[config.mk]
export PLATFORM = sky130hd
export DESIGN_NAME = plk_lock_bridge
export DESIGN_NICKNAME = d
export VERILOG_FILES = /design/src/design/plk_pkg.sv /design/src/design/plk_lock_bridge.sv
export VERILOG_INCLUDE_DIRS = /design/src /design/src/design
export SDC_FILE = /design/constraint.sdc
export NUM_CORES = 1
export LEC_CHECK = 0
export ABC_AREA = 1
export BUFFER_PORTS_ARGS = -buffer_cell sky130_fd_sc_hd__buf_4
export CELL_PAD_IN_SITES_DETAIL_PLACEMENT = 0
export CELL_PAD_IN_SITES_GLOBAL_PLACEMENT = 1
export CORE_AREA = 4 4 82 84
export DETAILED_ROUTE_END_ITERATION = 6
export DIE_AREA = 0 0 86 88
export PLACE_DENSITY_LB_ADDON = 0.1
export SYNTH_ARGS = -nofsm -noshare
export SYNTH_HDL_FRONTEND = slang
export SYNTH_SLANG_ARGS = --single-unit
[constraint.sdc]
create_clock -name clock -period 3.79 [get_ports clock]
set_input_delay 0.5685 -clock clock [delete_from_list [all_inputs] [get_ports clock]]
set_output_delay 0.5685 -clock clock [all_outputs]
set_load 0.02 [all_outputs]
[src/design/plk_defines.svh]
// Constants for the bus lock handling block
`ifndef PLK_DEFINES_SVH
`define PLK_DEFINES_SVH

// ----------------------------------------
// Multifunction terminal four routing
// ----------------------------------------
`define PLK_MF4_SEL_W 4
`define PLK_MF4_SEL_LOCK 4'h2

// ----------------------------------------
// Lock granularity and address layout
// ----------------------------------------
`define PLK_ADDR_W 32
`define PLK_LOCK_LSB 4

// ----------------------------------------
// Reset values
// ----------------------------------------
`define PLK_RST_POST_EN 1'b1
`define PLK_RST_PIN_N 1'b1
`define PLK_RST_REGION 28'h0000000
`define PLK_RST_DRIVE 1'h1
`define PLK_RST_OE 1'h0
`define PLK_RST_SEEN 1'h0
`define PLK_RST_OE_HIST 2'h0
`define PLK_RST_INT_N 1'h1

`endif

[src/design/plk_pkg.sv]
// Types for the bus lock handling block
`include "plk_defines.svh"

package plk_pkg;

  // ----------------------------------------
  // Lock state machine
  // ----------------------------------------
  typedef enum logic [1:0] {
    PLK_IDLE,
    PLK_LOCKED,
    PLK_DRAIN
  } plk_state_t;

  // ----------------------------------------
  // Decoded transaction from the PCI target side
  // ----------------------------------------
  typedef struct packed {
    logic valid;
    logic [`PLK_ADDR_W-1:0] addr;
    logic write;
    logic downstream;
    logic locked;
  } plk_req_t;

  // ----------------------------------------
  // Answer to a decoded transaction
  // ----------------------------------------
  typedef struct packed {
    logic accept;
    logic retry;
  } plk_ans_t;

endpackage

[src/design/plk_lock_bridge.sv]
// Exclusive access handling between the PCI side and the CardBus side
`timescale 1ns/1ns
`include "plk_defines.svh"

module plk_lock_bridge (
  input wire logic clock,
  input wire logic sys_rst,
  input wire logic [`PLK_MF4_SEL_W-1:0] multifunction_terminal_four_sel,
  input wire logic multifunction_terminal_four,
  input wire plk_pkg::plk_req_t req,
  input wire logic [1:0] int_req,
  input wire logic cardbus_lock_line_i,
  output logic cardbus_lock_line_o,
  output logic cardbus_lock_line_oe,
  output plk_pkg::plk_ans_t ans,
  output logic post_en,
  output logic lock_active,
  output logic cardbus_lock_seen,
  output logic inta_n,
  output logic intb_n
);
  import plk_pkg::*;

  // ----------------------------------------
  // Helpers
  // ----------------------------------------
  function automatic logic same_block(
    input logic [`PLK_ADDR_W-1:0] addr,
    input logic [`PLK_ADDR_W-`PLK_LOCK_LSB-1:0] region
  );
    same_block = addr[`PLK_ADDR_W-1:`PLK_LOCK_LSB] == region;
  endfunction

  // ----------------------------------------
  // Pin synchronisers
  // ----------------------------------------
  logic mf4_meta_q;
  logic mf4_sync_q;
  logic cbl_meta_q;
  logic cbl_sync_q;

  always_ff @(posedge clock) begin
    if (sys_rst) begin
      mf4_meta_q <= `PLK_RST_PIN_N;
      mf4_sync_q <= `PLK_RST_PIN_N;
      cbl_meta_q <= `PLK_RST_PIN_N;
      cbl_sync_q <= `PLK_RST_PIN_N;
    end else begin
      mf4_meta_q <= multifunction_terminal_four;
      mf4_sync_q <= mf4_meta_q;
      cbl_meta_q <= cardbus_lock_line_i;
      cbl_sync_q <= cbl_meta_q;
    end
  end

  // terminal four routing
  // Other routing codes leave the lock deasserted, so no lock can start
  logic pci_lock_n;
  assign pci_lock_n = (multifunction_terminal_four_sel == `PLK_MF4_SEL_LOCK) ? mf4_sync_q
                                                        : 1'b1;

  // ----------------------------------------
  // Lock state machine
  // ----------------------------------------
  plk_state_t state_q, state_d;
  logic [`PLK_ADDR_W-`PLK_LOCK_LSB-1:0] region_q, region_d;
  plk_ans_t ans_q, ans_d;
  logic post_en_q, post_en_d;
  logic cbl_o_q, cbl_o_d;
  logic cbl_oe_q, cbl_oe_d;
  logic seen_q, seen_d;
  logic [1:0] oe_hist_q, oe_hist_d;
  logic inta_n_q, inta_n_d;
  logic intb_n_q, intb_n_d;

  always_comb begin
    state_d = state_q;
    region_d = region_q;
    ans_d = '0;
    unique case (state_q)
      PLK_IDLE: begin
        ans_d.accept = req.valid;
        // downstream only
        // The initiator's own handshake decides ownership, not the grant
        if (req.valid && req.locked && req.downstream && !pci_lock_n) begin
          state_d = PLK_LOCKED;
          region_d = req.addr[`PLK_ADDR_W-1:`PLK_LOCK_LSB];
        end
      end
      PLK_LOCKED: begin
        if (req.valid) begin
          if (!req.locked && same_block(req.addr, region_q)) begin
            ans_d.retry = 1'b1;
          end else begin
            ans_d.accept = 1'b1;
          end
        end
        if (pci_lock_n) begin
          state_d = PLK_DRAIN;
        end
      end
      PLK_DRAIN: begin
        ans_d.accept = req.valid;
        state_d = PLK_IDLE;
      end
    endcase
    post_en_d = state_d == PLK_IDLE;
    // CardBus lock line
    // Driven high for one cycle before release so it never floats low
    cbl_oe_d = state_d != PLK_IDLE;
    cbl_o_d = state_d != PLK_LOCKED;
    // Line samples lag two cycles, so our own recent drive is masked
    oe_hist_d = {oe_hist_q[0], cbl_oe_q};
    seen_d = !cbl_oe_q && oe_hist_q == 2'h0 && !cbl_sync_q;
    inta_n_d = !int_req[0];
    intb_n_d = !int_req[1];
  end

  always_ff @(posedge clock) begin
    if (sys_rst) begin
      state_q <= PLK_IDLE;
      region_q <= `PLK_RST_REGION;
      ans_q <= '0;
      post_en_q <= `PLK_RST_POST_EN;
      cbl_o_q <= `PLK_RST_DRIVE;
      cbl_oe_q <= `PLK_RST_OE;
      seen_q <= `PLK_RST_SEEN;
      oe_hist_q <= `PLK_RST_OE_HIST;
      inta_n_q <= `PLK_RST_INT_N;
      intb_n_q <= `PLK_RST_INT_N;
    end else begin
      state_q <= state_d;
      region_q <= region_d;
      ans_q <= ans_d;
      post_en_q <= post_en_d;
      cbl_o_q <= cbl_o_d;
      cbl_oe_q <= cbl_oe_d;
      seen_q <= seen_d;
      oe_hist_q <= oe_hist_d;
      inta_n_q <= inta_n_d;
      intb_n_q <= intb_n_d;
    end
  end

  assign ans = ans_q;
  assign post_en = post_en_q;
  assign lock_active = cbl_oe_q;
  assign cardbus_lock_line_o = cbl_o_q;
  assign cardbus_lock_line_oe = cbl_oe_q;
  assign cardbus_lock_seen = seen_q;
  assign inta_n = inta_n_q;
  assign intb_n = intb_n_q;
endmodule

==> parameters.txt <==
Parameter                              Value

Outcome
  Outcome    finished, final reports clean

CTS
  Total clock sinks    44
  Buffers inserted during post-CTS setup optimization    0
  Hold buffer count at CTS    0
  Clock buffers created by TritonCTS    5
  Clk root buf    clkbuf_8
  CTS H-tree lvls    2
  Clock tree from TritonCTS    built
  PostCTS Resize Cnt    0
  Clock Path Buffers    2
  Clock latency on the worst-skew pair    just under 0.3 ns
  Clock input transition at the sequential cells of the worst setup and hold paths    0.09 ns

Placement
  Placer's final routability congestion estimate    approximately 0.73
  Quantity of I/O buffers inserted on ports    49
  Post-DP HPWL    approximately 3.3 mm
  Placed instance area    2644 µm²

Worst setup path
  Top fanout value on the critical path    54
  CP arrival    slightly above 2 ns
  Required @ worst endpoint    a little under 4 ns
  Buf/Inv on CP    1
  Setup slack on the worst flop-to-flop path    2.02 ns
  Critical Path, Cell by Cell    buf_4, nor4_4, nand3_4, nor2_1, nor2_1
  Category of the worst setup path capture point    flop
  Worst setup SP type    primary input
  Crit path max-delay cell type    nand3_4
  Biggest cell delay along the critical path    0.56 ns
  Worst Setup Path Type    in2reg
  Cell occurring most often along the worst timing path    nor2_1
  Cell class contributing the biggest share of worst-path delay    simple AND/OR/NAND/NOR gates

Floorplanning
  Starting utilization of the core area    0.3791
  I/O pins    55
  Core area    5921 µm²
  Chip width    86 µm
  Placement row count    28
  Height of the chip    88 µm
  Area of the die    7568 µm²

Synth
  Number of distinct library cell variants in the gate-level netlist after synthesis    20
  Net count after synthesis    420
  Number of enable-type register cells in the synthesized netlist    0
  Async set-or-reset flop fraction in the synthesized netlist    0
  Most used flip-flop cell after synthesis    dfxtp_1
  Post-synthesis instance area    2245 µm²
  Register bit count reported by yosys    44
  Yosys warnings    0
  Mean post-synth cell area    6.050 µm²
  Sequential fraction of the synthesis area    0.3924
  Post-synthesis cell count    371

STA
  Hold_ws    about 0.39 ns
  Period utilisation layout    0.4970
  Transition time at the pin with the least slew margin    0.5851 ns
  Max Clk Rate    between 500 and 600 MHz
  Sum of negative setup slack    0 ns
  Number of endpoints failing setup at the final stage    0
  Final-report max-slew violation count    0
  Unrepaired setup endpoints after global routing    false
  Tightest slew margin relative to the limit    0.6100
  Final hold vios    0
  Setup Skew    0.008959 ns
  Shortest clock period the worst path allows after layout    1.884 ns

Job
  Maximum Capacitance Violations    0

Routing
  Via count    about 2,000
  DRT antenna net count    0
  Post-detailed-route wirelength per cell    ~9 µm
  Mean number of vias per cell    4.126
  Initial drt markers    63
  First-pass iteration count of the detailed router    4
  Post-detailed-routing wire length    4.515 mm
  Number of remaining DRC errors    0

Power
  Peak VDD IR    ~0.17 mV
  Power density cells    334.6 nW/µm²
  Leakage component of the power    1.561 nW

Final layout
  Layout Area Growth over Synthesis    22.91%
  Antenna diode instance count    0
  Final net count    between 400 and 500
  Final instance area    2759 µm²
  Fraction of final layout cells sized beyond drive strength 1    0.1527

GRT
  Aggregate global-route resource usage    0.1239
  Via count of the first global-routing pass    1,811
  Remaining Overflow, GRT    0
  Maximum number of pins on one net before global-route repair    55
  First-pass GRT wire length    7.521 mm
  Number of antenna violations at the first check in global routing    0

Hold path
  Type of the worst min-delay path    reg2reg
-- state kept, by name (all words and copies together), names as in the netlist --
name	count
mf4_meta_q	1
cbl_meta_q	1
mf4_sync_q	1
cardbus_lock_line_o	1
ans	2
cbl_sync_q	1
cardbus_lock_line_oe	1
oe_hist_q	2
cardbus_lock_seen	1
intb_n	1
post_en	1
region_q	28
inta_n	1
state_q	2
-- report_power, final --
group | switching (mW) | leakage [nW] | total, mW | internal (mW)
clock | 0.172 | 0.0548 | 0.370 | 0.199
sequential | 0.00131 | 0.356 | 0.468 | 0.466
combinational | 0.0415 | 1.15 | 0.0851 | 0.0437
-- path summary, 6_finish.rpt --
kind                                                    startpoint                      endpoint  depth (start not counted)
worst min register to register             oe_hist_q[1]$_SDFF_PP0_  cardbus_lock_seen$_SDFF_PP0_                          1
worst max-delay path            multifunction_terminal_four_sel[3]     region_q[25]$_SDFFE_PP0P_                          5
worst min-delay path                       oe_hist_q[1]$_SDFF_PP0_  cardbus_lock_seen$_SDFF_PP0_                          1
worst max register to register               mf4_sync_q$_SDFF_PP1_     region_q[25]$_SDFFE_PP0P_                          4
-- kinds of logic after synthesis --
group,after synthesis,share of synthesized area
simple gates,244,0.4337
buf+inv,70,0.1315
flops,44,0.3924
compound gates,8,0.01784
fa+ha+maj,3,0.01672
xor+xnor,2,0.007805
-- cells in the final DEF, fill, tap and decap left out --
master,instances
nand3_4,1
a21oi_1,4
inv_1,60
nand4_1,2
xnor2_1,2
nor2_1,76
nor4_4,1
clkbuf_8,5
ha_1,3
or2_2,4
o21ai_0,4
nor4_1,1
nand3_1,2
and3_1,1
nand2_1,155
inv_6,1
dfxtp_1,44
clkinvlp_4,1
buf_4,50
nand3b_1,1
bufinv_16,1
-- final cells by class --
| class | count | area (µm²) |
|---|---|---|
| Timing Repair Buffer | 50 | 375.4 |
| Multi-Input combinational cell | 257 | 1069 |
| Clock inverter | 3 | 46.29 |
| Fill cell | 650 | 3162 |
| Clock buffer | 5 | 68.82 |
| Tap cell | 75 | 93.84 |
| Inverter | 60 | 225.2 |
| Sequential cell | 44 | 880.8 |
-- synth_stat cells, types with 2 or more instances --
cell / count / area share
or2_2: 4 / 0.011
inv_1: 60 / 0.10
o21ai_0: 4 / 0.0089
xnor2_1: 2 / 0.0078
buf_2: 5 / 0.011
buf_6: 3 / 0.015
a21oi_1: 4 / 0.0089
nand2_1: 155 / 0.26
nor2_1: 76 / 0.13
dfxtp_1: 44 / 0.39
nand4_1: 2 / 0.0056
nand3_1: 2 / 0.0045
ha_1: 3 / 0.017
-- routing by layer --
layer  wire length [µm]  vias up  share of wire  track usage
met3                197        4          0.044      0.02634
li1                   -     1160              -            -
met1               2151      843           0.48       0.1455
met5                  0        -              0            0
met2               2112       31           0.47       0.2228
met4                 53        0          0.012      0.04317
-- stage by stage --
stage	util	total power, mW	worst slack [ns]	cells
floorplan	-	0.5146	2.177	371
global placement	0.4465	0.5645	1.581	486
detailed placement	0.4465	0.5647	1.566	486
CTS	0.4660	0.9382	1.872	494
global route	0.4660	0.9615	1.675	494
finish	0.4660	0.9231	1.906	494
No activity file was read; power rests on OpenSTA's default activity.
